**config.mk**
```make
export PLATFORM = sky130hd
export DESIGN_NAME = pmb_top
export DESIGN_NICKNAME = d
export VERILOG_FILES = /design/src/core/pmb_pkg.sv /design/src/core/pmb_phase.sv /design/src/core/pmb_top.sv
export SDC_FILE = /design/constraint.sdc
export NUM_CORES = 1
export LEC_CHECK = 0
export ABC_AREA = 1
export BUFFER_PORTS_ARGS = -buffer_cell sky130_fd_sc_hd__buf_4
export CORE_UTILIZATION = 45
export CTS_CLUSTER_SIZE = 30
export DETAILED_ROUTE_END_ITERATION = 8
export PLACE_DENSITY = 0.83
export SYNTH_ARGS = -nofsm -noshare
export SYNTH_HDL_FRONTEND = slang
export SYNTH_SLANG_ARGS = --single-unit
```
**constraint.sdc**
```tcl
create_clock -name REF_CLK -period 1.6 [get_ports REF_CLK]
set_clock_uncertainty 0.05 [all_clocks]
set_input_delay 0.08 -clock REF_CLK [delete_from_list [all_inputs] [get_ports REF_CLK]]
set_output_delay 0.08 -clock REF_CLK [all_outputs]
set_load 0.01 [all_outputs]
```
**src/core/pmb_pkg.sv**
```systemverilog
// package for the program memory bus and long write block
package pmb_pkg;
    localparam int PMB_AW = 16;
    localparam int PMB_BW = 8;
    localparam int PMB_CTL_ALE = 0;
    localparam int PMB_CTL_OE = 1;
    localparam int PMB_CTL_WR = 2;
    localparam int PMB_CTL_W = 3;
    localparam logic [1:0] PMB_MODE_MICROPROC = 2'h0;
    localparam logic [1:0] PMB_MODE_EXT_MCU = 2'h1;
    localparam logic [1:0] PMB_MODE_MCU = 2'h2;
    localparam logic [1:0] PMB_MODE_SECURE = 2'h3;
    localparam logic [1:0] PMB_PH_Q1 = 2'h0;
    localparam logic [1:0] PMB_PH_Q2 = 2'h1;
    localparam logic [1:0] PMB_PH_Q3 = 2'h2;
    localparam logic [1:0] PMB_PH_Q4 = 2'h3;
    localparam logic [1:0] PMB_SHORT_WRITE_CYCLES = 2'h2;
    localparam logic [15:0] PMB_ADDR_RESET = 16'h0000;
    typedef enum logic [3:0] {
        PMB_ST_IDLE = 4'b0001,
        PMB_ST_BUSCYC = 4'b0010,
        PMB_ST_LONGWR = 4'b0100,
        PMB_ST_SHORTWR = 4'b1000
    } pmb_state_t;
endpackage

```
**src/core/pmb_phase.sv**
```systemverilog
// four-phase instruction cycle sequencer
`timescale 1ns/1ps
`default_nettype none
module pmb_phase
    import pmb_pkg::*;
(
    input wire logic clk, // clock
    input wire logic rst, // synchronous reset
    input wire logic run, // advance phases
    output logic [1:0] phase, // current phase
    output logic last // phase q4 this cycle
);
    logic [1:0] phase_reg;
    logic [1:0] phase_next;
    assign phase_next = run ? phase_reg + 2'h1 : PMB_PH_Q1;
    assign phase = phase_reg;
    assign last = run && (phase_reg == PMB_PH_Q4);
    always_ff @(posedge clk)
    begin
        if (rst)
            phase_reg <= PMB_PH_Q1;
        else
            phase_reg <= phase_next;
    end
endmodule
`default_nettype wire

```
**src/core/pmb_top.sv**
```systemverilog
// system bus master and long table write control
`timescale 1ns/1ps
`default_nettype none
module pmb_top
    import pmb_pkg::*;
#(
    parameter int AW = PMB_AW
)
(
    input wire logic REF_CLK, // clock
    input wire logic RST, // synchronous reset, active high
    input wire logic [1:0] MODE, // processor mode select
    input wire logic REQ, // start bus cycle, level held while BUSY low
    input wire logic REQ_WRITE, // request is a write
    input wire logic REQ_TABLE, // request is a table write
    input wire logic REQ_INTERNAL, // target is internal memory
    input wire logic [AW-1:0] REQ_ADDR, // access address
    input wire logic [AW-1:0] REQ_WDATA, // write data
    input wire logic [AW-1:0] INT_RDATA, // internal memory read data
    input wire logic VPP_OK, // programming voltage present on reset_program_voltage_pin
    input wire logic INT_PENDING, // an enabled interrupt source is active
    output logic BUSY, // cycle in progress, execution stalled
    output logic DONE, // one-cycle pulse at end of access
    output logic [AW-1:0] RDATA, // read data
    output logic PROG_WRITE, // pulse: write program memory cell
    output logic LONG_WRITE, // long write in progress
    output logic BUS_MODE, // ports are the system bus
    input wire logic [PMB_BW-1:0] LOW_DATA_PORT_I, // low_data_port pins in
    output logic [PMB_BW-1:0] LOW_DATA_PORT_O, // low_data_port pins out
    output logic LOW_DATA_PORT_OE, // low_data_port drive
    input wire logic [PMB_BW-1:0] HIGH_DATA_PORT_I, // high_data_port pins in
    output logic [PMB_BW-1:0] HIGH_DATA_PORT_O, // high_data_port pins out
    output logic HIGH_DATA_PORT_OE, // high_data_port drive
    output logic [PMB_CTL_W-1:0] CONTROL_PORT_O, // control_port bits 2:0
    output logic CONTROL_PORT_OE // control_port drive
);
    pmb_state_t state_reg, state_next;
    logic [AW-1:0] addr_reg, wdata_reg, rdata_reg;
    logic wr_reg, int_reg;
    logic done_reg, prog_reg;
    logic [1:0] cnt_reg;
    logic [1:0] phase;
    logic last;
    logic run;
    logic ale_reg, oe_n_reg, wr_n_reg, drive_reg, data_phase_reg;
    wire bus_en = (MODE == PMB_MODE_MICROPROC) || (MODE == PMB_MODE_EXT_MCU);
    wire start = (state_reg == PMB_ST_IDLE) && REQ;
    wire tbl_int = REQ_TABLE && REQ_WRITE && REQ_INTERNAL;
    wire in_bus = state_reg == PMB_ST_BUSCYC;
    wire late = (phase == PMB_PH_Q3) || (phase == PMB_PH_Q4);
    // ALE decoded in q1 and registered, so high in q2, falls into q3 with address still driven
    wire ale_next = in_bus && (phase == PMB_PH_Q1);
    wire oe_n_next = !(in_bus && !wr_reg && late);
    wire wr_n_next = !(in_bus && wr_reg && late);
    wire drive_next = in_bus && (!late || wr_reg);
    wire [AW-1:0] bus_sample = {HIGH_DATA_PORT_I, LOW_DATA_PORT_I};
    // internal fetch still runs the strobes but pins are not used for data
    wire [AW-1:0] read_src = int_reg ? INT_RDATA : bus_sample;
    wire [AW-1:0] pins_out = data_phase_reg ? wdata_reg : addr_reg;
    assign run = in_bus;

    pmb_phase u_phase (
        .clk(REF_CLK),
        .rst(RST),
        .run(run),
        .phase(phase),
        .last(last)
    );

    always_comb
    begin
        state_next = state_reg;
        case (state_reg)
            PMB_ST_IDLE:
            begin
                if (REQ && tbl_int && VPP_OK && !INT_PENDING)
                    state_next = PMB_ST_LONGWR;
                else if (REQ && tbl_int)
                    state_next = PMB_ST_SHORTWR;
                else if (REQ)
                    state_next = PMB_ST_BUSCYC;
            end
            PMB_ST_BUSCYC:
                if (last)
                    state_next = PMB_ST_IDLE;
            PMB_ST_LONGWR:
                if (INT_PENDING)
                    state_next = PMB_ST_IDLE;
            PMB_ST_SHORTWR:
                if (cnt_reg == PMB_SHORT_WRITE_CYCLES - 2'h1)
                    state_next = PMB_ST_IDLE;
            default:
                state_next = PMB_ST_IDLE;
        endcase
    end

    always_ff @(posedge REF_CLK)
    begin
        if (RST)
        begin
            state_reg <= PMB_ST_IDLE;
            addr_reg <= PMB_ADDR_RESET;
            wdata_reg <= PMB_ADDR_RESET;
            wr_reg <= 1'b0;
            int_reg <= 1'b0;
            cnt_reg <= 2'h0;
        end
        else
        begin
            state_reg <= state_next;
            cnt_reg <= (state_reg == PMB_ST_SHORTWR) ? cnt_reg + 2'h1 : 2'h0;
            if (start)
            begin
                addr_reg <= REQ_ADDR;
                wdata_reg <= REQ_WDATA;
                wr_reg <= REQ_WRITE;
                // every mode but microprocessor reaches internal memory but still cycles the bus
                int_reg <= REQ_INTERNAL || (MODE != PMB_MODE_MICROPROC);
            end
        end
    end

    always_ff @(posedge REF_CLK)
    begin
        if (RST)
        begin
            ale_reg <= 1'b0;
            oe_n_reg <= 1'b1;
            wr_n_reg <= 1'b1;
            drive_reg <= 1'b0;
            data_phase_reg <= 1'b0;
        end
        else
        begin
            ale_reg <= ale_next;
            oe_n_reg <= oe_n_next;
            wr_n_reg <= wr_n_next;
            drive_reg <= drive_next;
            data_phase_reg <= in_bus && late && wr_reg;
        end
    end

    always_ff @(posedge REF_CLK)
    begin
        if (RST)
        begin
            rdata_reg <= PMB_ADDR_RESET;
            done_reg <= 1'b0;
            prog_reg <= 1'b0;
        end
        else
        begin
            if (last && !wr_reg)
                rdata_reg <= read_src;
            done_reg <= (state_reg != PMB_ST_IDLE) && (state_next == PMB_ST_IDLE);
            // cell written only at end of a powered long write
            prog_reg <= (state_reg == PMB_ST_LONGWR) && INT_PENDING;
        end
    end

    // pins are general purpose (released here) outside the bus modes
    assign BUS_MODE = bus_en;
    assign LOW_DATA_PORT_O = pins_out[PMB_BW-1:0];
    assign HIGH_DATA_PORT_O = pins_out[AW-1:PMB_BW];
    assign LOW_DATA_PORT_OE = bus_en && drive_reg;
    assign HIGH_DATA_PORT_OE = bus_en && drive_reg;
    assign CONTROL_PORT_O[PMB_CTL_ALE] = ale_reg;
    assign CONTROL_PORT_O[PMB_CTL_OE] = oe_n_reg;
    assign CONTROL_PORT_O[PMB_CTL_WR] = wr_n_reg;
    assign CONTROL_PORT_OE = bus_en;
    assign BUSY = state_reg != PMB_ST_IDLE;
    assign LONG_WRITE = state_reg == PMB_ST_LONGWR;
    assign DONE = done_reg;
    assign RDATA = rdata_reg;
    assign PROG_WRITE = prog_reg;

    a_long_write_ends: assert property (@(posedge REF_CLK) disable iff (RST)
        (state_reg == PMB_ST_LONGWR) && INT_PENDING |=> (state_reg == PMB_ST_IDLE) && DONE && PROG_WRITE)
        else $error("long write not ended by interrupt");
    a_short_write_len: assert property (@(posedge REF_CLK) disable iff (RST)
        (state_reg == PMB_ST_IDLE) && REQ && tbl_int && !VPP_OK
        |=> (state_reg == PMB_ST_SHORTWR) [*2] ##1 (state_reg == PMB_ST_IDLE) && !PROG_WRITE)
        else $error("unpowered table write not two cycles");
    a_long_write_start: assert property (@(posedge REF_CLK) disable iff (RST)
        (state_reg == PMB_ST_IDLE) && REQ && tbl_int && VPP_OK && !INT_PENDING |=> BUSY && LONG_WRITE)
        else $error("long write not started");
    a_ale_fall_addr: assert property (@(posedge REF_CLK) disable iff (RST)
        $fell(CONTROL_PORT_O[PMB_CTL_ALE]) |-> LOW_DATA_PORT_OE && $stable(LOW_DATA_PORT_O)
        && $stable(HIGH_DATA_PORT_O))
        else $error("address not held across latch strobe fall");
    a_oe_read_only: assert property (@(posedge REF_CLK) disable iff (RST)
        !CONTROL_PORT_O[PMB_CTL_OE] |-> !LOW_DATA_PORT_OE && CONTROL_PORT_O[PMB_CTL_WR])
        else $error("output enable with bus driven");
    a_wr_data_driven: assert property (@(posedge REF_CLK) disable iff (RST)
        !CONTROL_PORT_O[PMB_CTL_WR] |-> HIGH_DATA_PORT_OE && (pins_out == wdata_reg))
        else $error("write strobe without data");
    a_bus_cycle_len: assert property (@(posedge REF_CLK) disable iff (RST)
        (state_reg == PMB_ST_IDLE) && REQ && !tbl_int |=> in_bus [*4] ##1 (!in_bus && DONE))
        else $error("bus cycle not four phases");
    a_ports_mode: assert property (@(posedge REF_CLK) disable iff (RST)
        !bus_en |-> !CONTROL_PORT_OE && !LOW_DATA_PORT_OE && !HIGH_DATA_PORT_OE)
        else $error("ports driven outside bus modes");
endmodule
`default_nettype wire

```
[After elaboration in Yosys (flattened, before gate mapping)]
Index checks and enable logic that the tools add are counted.
Word-level totals
  register bits after elaboration: 65
  bits of input ports: 74
Operators by class
  add/sub/neg operators: 2
  bitwise logic cells: 2
  eq/ne operators: 10
  reduce and logical (&&, ||, !) cells: 33
  multiplexer cells: 9
Operators by type and width (count)
  two-way mux 16 bit: 2
  two-way mux 4 bit: 6
  logical AND 1 bit: 19
  one-hot mux 4 bit (4 select lines): 1
  equality test 4 x 1 -> 1 bit, second input constant: 2
  zero test 1 bit: 5
  adder 2 x 1 -> 2 bit, second input constant: 2
  equality test 2 x 1 -> 1 bit, second input constant: 2
  equality test 2 bit, second input constant: 2
  equality test 4 x 2 -> 1 bit, second input constant: 1
  equality test 4 x 3 -> 1 bit, second input constant: 1
  equality test 4 bit, second input constant: 1
  zero test 2 bit: 2
  logical OR 1 bit: 4
  != test 4 x 1 -> 1 bit, second input constant: 1
  OR reduction 2 bit: 2
  inverter 1 bit: 2
  nonzero test 2 bit: 1

[Depth between registers and ports, before layout]
  depth after elaboration: 9
  mapped depth: 8
  depth with buffers taken out: 7

[By module]
From an unflattened synthesis, not the netlist that was laid out.
Unflattened totals
  cell total of the unflattened synthesis: 376
  area, all modules: 2787.7 um^2
Modules (own cells, without submodules)
  pmb_top: sequential area each 1261.2 um^2, cells an instance 366, area each 2708.8 um^2, instances 1
  pmb_phase: sequential area each 40.0 um^2, cells an instance 10, area each 78.8 um^2, instances 1

[Least setup slack after synthesis]
Ideal clock, no wire load.
  kind: register -> register
  start point: register state_reg[0]
  end point: register rdata_reg[10], in the netlist RDATA[10]
  cell stages (with the launch flop): 8
  slack: 366 ps
  path buffers: 1
  arrival: 1052 ps
  data required time: 1418 ps
  clock period less this slack: 1234 ps
  cells stage by stage: dfxtp_1 inv_1 nand2_1 nor2_2 nand3_2 buf_2 nand2_1 a21oi_1
Between the ends
  word-level cells in the longest chain between the ends: 3
RTL lines
  start: declaration: RTL line pmb_top.sv:37  | pmb_state_t state_reg, state_next;
  start signal: assignment: RTL line pmb_top.sv:110  | state_reg <= state_next;
  equality test 4 x 2 -> 1 bit: RTL line pmb_top.sv:49  | wire in_bus = state_reg == PMB_ST_BUSCYC;
  logical AND 1 bit: RTL line pmb_phase.sv:17  | assign last = run && (phase_reg == PMB_PH_Q4);
  logical AND 1 bit: RTL line pmb_top.sv:153  | if (last && !wr_reg)
  end signal: assignment: RTL line pmb_top.sv:154  | rdata_reg <= read_src;
  end: declaration: RTL line pmb_top.sv:38  | logic [AW-1:0] addr_reg, wdata_reg, rdata_reg;
No other way between the ends.
A chain may end at the register's enable or synchronous reset.

[Final worst setup path]
  start point: register state_reg[2]
  end point: output port BUSY
Between the ends
  word-level cells in the longest chain between the ends: 1
RTL lines
  != test 4 x 1 -> 1 bit: RTL line pmb_top.sv:171  | assign BUSY = state_reg != PMB_ST_IDLE;
  end: declaration: RTL line pmb_top.sv:22  | output logic BUSY,
No other way between the ends.

==> reports/metrics.cfg <==
[critical_path]
cp.arrival_ps = 1370
cp.required_ps = 1470
critPathCaptureType = output port
crit_type = reg2out
critPathLaunchType = flip-flop
crit_path_max_fanout = 4

[drt]
drt-pass1-iter-count = 4
post_drt_wl_per_cell_um = 12.4
drt_iter0_drc = 133
drc = 0
drt.antenna.violating_nets = 0
wl_mm = 7.83
via_per_inst = 4.76
vias = 3016

[clock_tree]
numCtsBuffers = 9
cts.sinks = 65
root_buffer = clkbuf_8
cts_tree = yes
cts_max_level = 3
cts.path.max_buffers = 2
clk_pin_slew_ps = 60
clk_latency_ps = 320

[power_and_ir_drop]
p_per_area_nw_per_um2 = 925
p_leak_nw = 1.97
vdd_drop_max_uv = 642
clkPwrFrac_pct = 32.4
p_int_mw = 2.86
pwr-share-comb_pct = 22.2
p_sw_mw = 1.08
p_sw_share_pct = 27.5
power_frac_seq_pct = 45.4

[synthesis]
synth_warnings = 0
ys_seq_area_share_pct = 45.4
syn-num-nets = 490
ys.flop_type = dfxtp_1
async_reset_ff_share_pct = 0
synth_cell_type_count = 21
synth-edff-count = 0
synth_area_um2 = 2860
synth_seq_cells = 65
synth.avg_cell_area_um2 = 6.95
syn_inst = 412

[global_routing]
grt_usage_pct = 24.6
grt_pass1_vias = 2910
antenna_found_initial = 0
grt-ovfl-total = 0
grt_max_degree = 33
grt_pass1_wl_mm = 12.4

[die]
pin_count = 117
core_area_um2 = 6030
dieArea_um2 = 6690
initial_core_util_pct = 47.5
placement_rows = 28
fp.dieH_um = 81.8
die_x_um = 81.8

[timing]
slew_viol_final = 0
finalHoldViolCount = 0
max_slew_margin_pct = 69.2
rsz0062_at_grt = no
fmax_ghz = 0.666
finalSetupViolCount = 0
period_share_pct = 93.8
worst_pin_slew_ps = 459
fin_hold_ws_ps = 16.4
fin_tns_setup_ps = 0
fin_crit_ps = 1500

[layout]
area_growth_pct = 48.9
diodes = 0
final_common_cell = nand2_1
fin_area_um2 = 4260
final_layout_size_suffix_gt1_share_pct = 26.8
final_cell_mix = 148 x nand2_1, 122 x buf_4, 64 x dfxtp_1
layout.nets = 633

[outcome]
outcome = complete, no violations

[run]
maxCapViolCount = 0

[placement]
dp_hpwl_mm = 5.24
io_buffers = 116
gp_congestion = 0.954
dpl_cell_area_um2 = 3730

[worst_hold_path]
hp-class = in2reg

[power groups by stage]
| stage | registers [mW] | logic (mW) | clock network [mW] |
|---|---|---|---|
| floorplan | 1.81 | 0.466 | 0 |
| global placement | 1.82 | 0.762 | 0 |
| detailed placement | 1.82 | 0.781 | 0 |
| CTS | 1.79 | 0.846 | 1.31 |
| global route | 1.80 | 0.975 | 1.38 |
| finish | 1.79 | 0.875 | 1.28 |
[worst paths after layout]
check                    from      endpoint  slack, ps  cells past startpoint
max reg2reg  u_phase.phase[0]      RDATA[8]        140                      5
min reg2reg        cnt_reg[0]    cnt_reg[0]        380                      1
max              state_reg[2]          BUSY        100                      6
min              REQ_ADDR[15]  addr_reg[15]         20                      3
[area by class of cell]
class,count,area [um^2]
timing repair buffer,157,1270
sequential,65,1300
clock inverter,4,45.0
inverter,40,155
clock buffer,11,131
fill,512,1760
multi-input combinational,282,1270
tap,75,93.8
[repair_timing]
item                                    CTS  global route
hold buffers                             34             0
setup buffers                             0             1
gates resized for setup                   0             5
endpoints found under the setup margin    0            11
hold endpoints to repair                 38             0
[critical path, stage by stage, from the launching register on]
cell and delay, ps:
dfxtp_1 340, inv_2 80, nand2_2 80, nor2_4 180
buf_4 160, inv_1 60, buf_4 140
[synthesized netlist by cell type, types with 2 or more instances]
library cell / instances / area [um^2]
nand3_2: 2 / 20.0
buf_4: 6 / 45.0
inv_2: 3 / 11.3
nor2_1: 24 / 90.1
dfxtp_1: 65 / 1300
ha_1: 4 / 50.1
nor3_1: 4 / 20.0
nor2_4: 2 / 22.5
o21ai_0: 33 / 165
nand2_2: 2 / 12.5
inv_1: 35 / 131
buf_6: 3 / 33.8
nand2_1: 148 / 556
nand3_1: 6 / 30.0
nor2_2: 2 / 12.5
clkbuf_1: 9 / 33.8
a21oi_1: 54 / 270
buf_2: 7 / 35.0
[metrics by stage]
stage | total power, mW | cells | setup slack, ps | util [%]
after floorplan | 2.28 | 412 | 366 | -
after global placement | 2.58 | 584 | 147 | 61.8
after detailed placement | 2.61 | 584 | 83.7 | 61.8
after CTS | 3.95 | 633 | 84.9 | 70.4
after global routing | 4.15 | 634 | 14.3 | 70.8
final | 3.94 | 634 | 99.4 | 70.8
[layer usage]
| layer | GRT usage [%] | up-vias | wire length, um |
|---|---|---|---|
| li1 | - | 1569 | - |
| met1 | 27.5 | 1336 | 3350 |
| met2 | 44.7 | 101 | 3950 |
| met3 | 4.44 | 10 | 422 |
| met4 | 11.4 | 0 | 110 |
| met5 | 0 | - | 0 |
[logic make-up after synthesis]
| kind of cell | after synthesis | synth area share [%] |
|---|---|---|
| adders and majority gates | 4 | 1.75 |
| DFF | 65 | 45.4 |
| and+or+nand+nor | 191 | 27.0 |
| AOI/OAI and AO/OA | 87 | 15.2 |
| buffers and inverters | 65 | 10.6 |
Power figures use the tool's default switching activity.
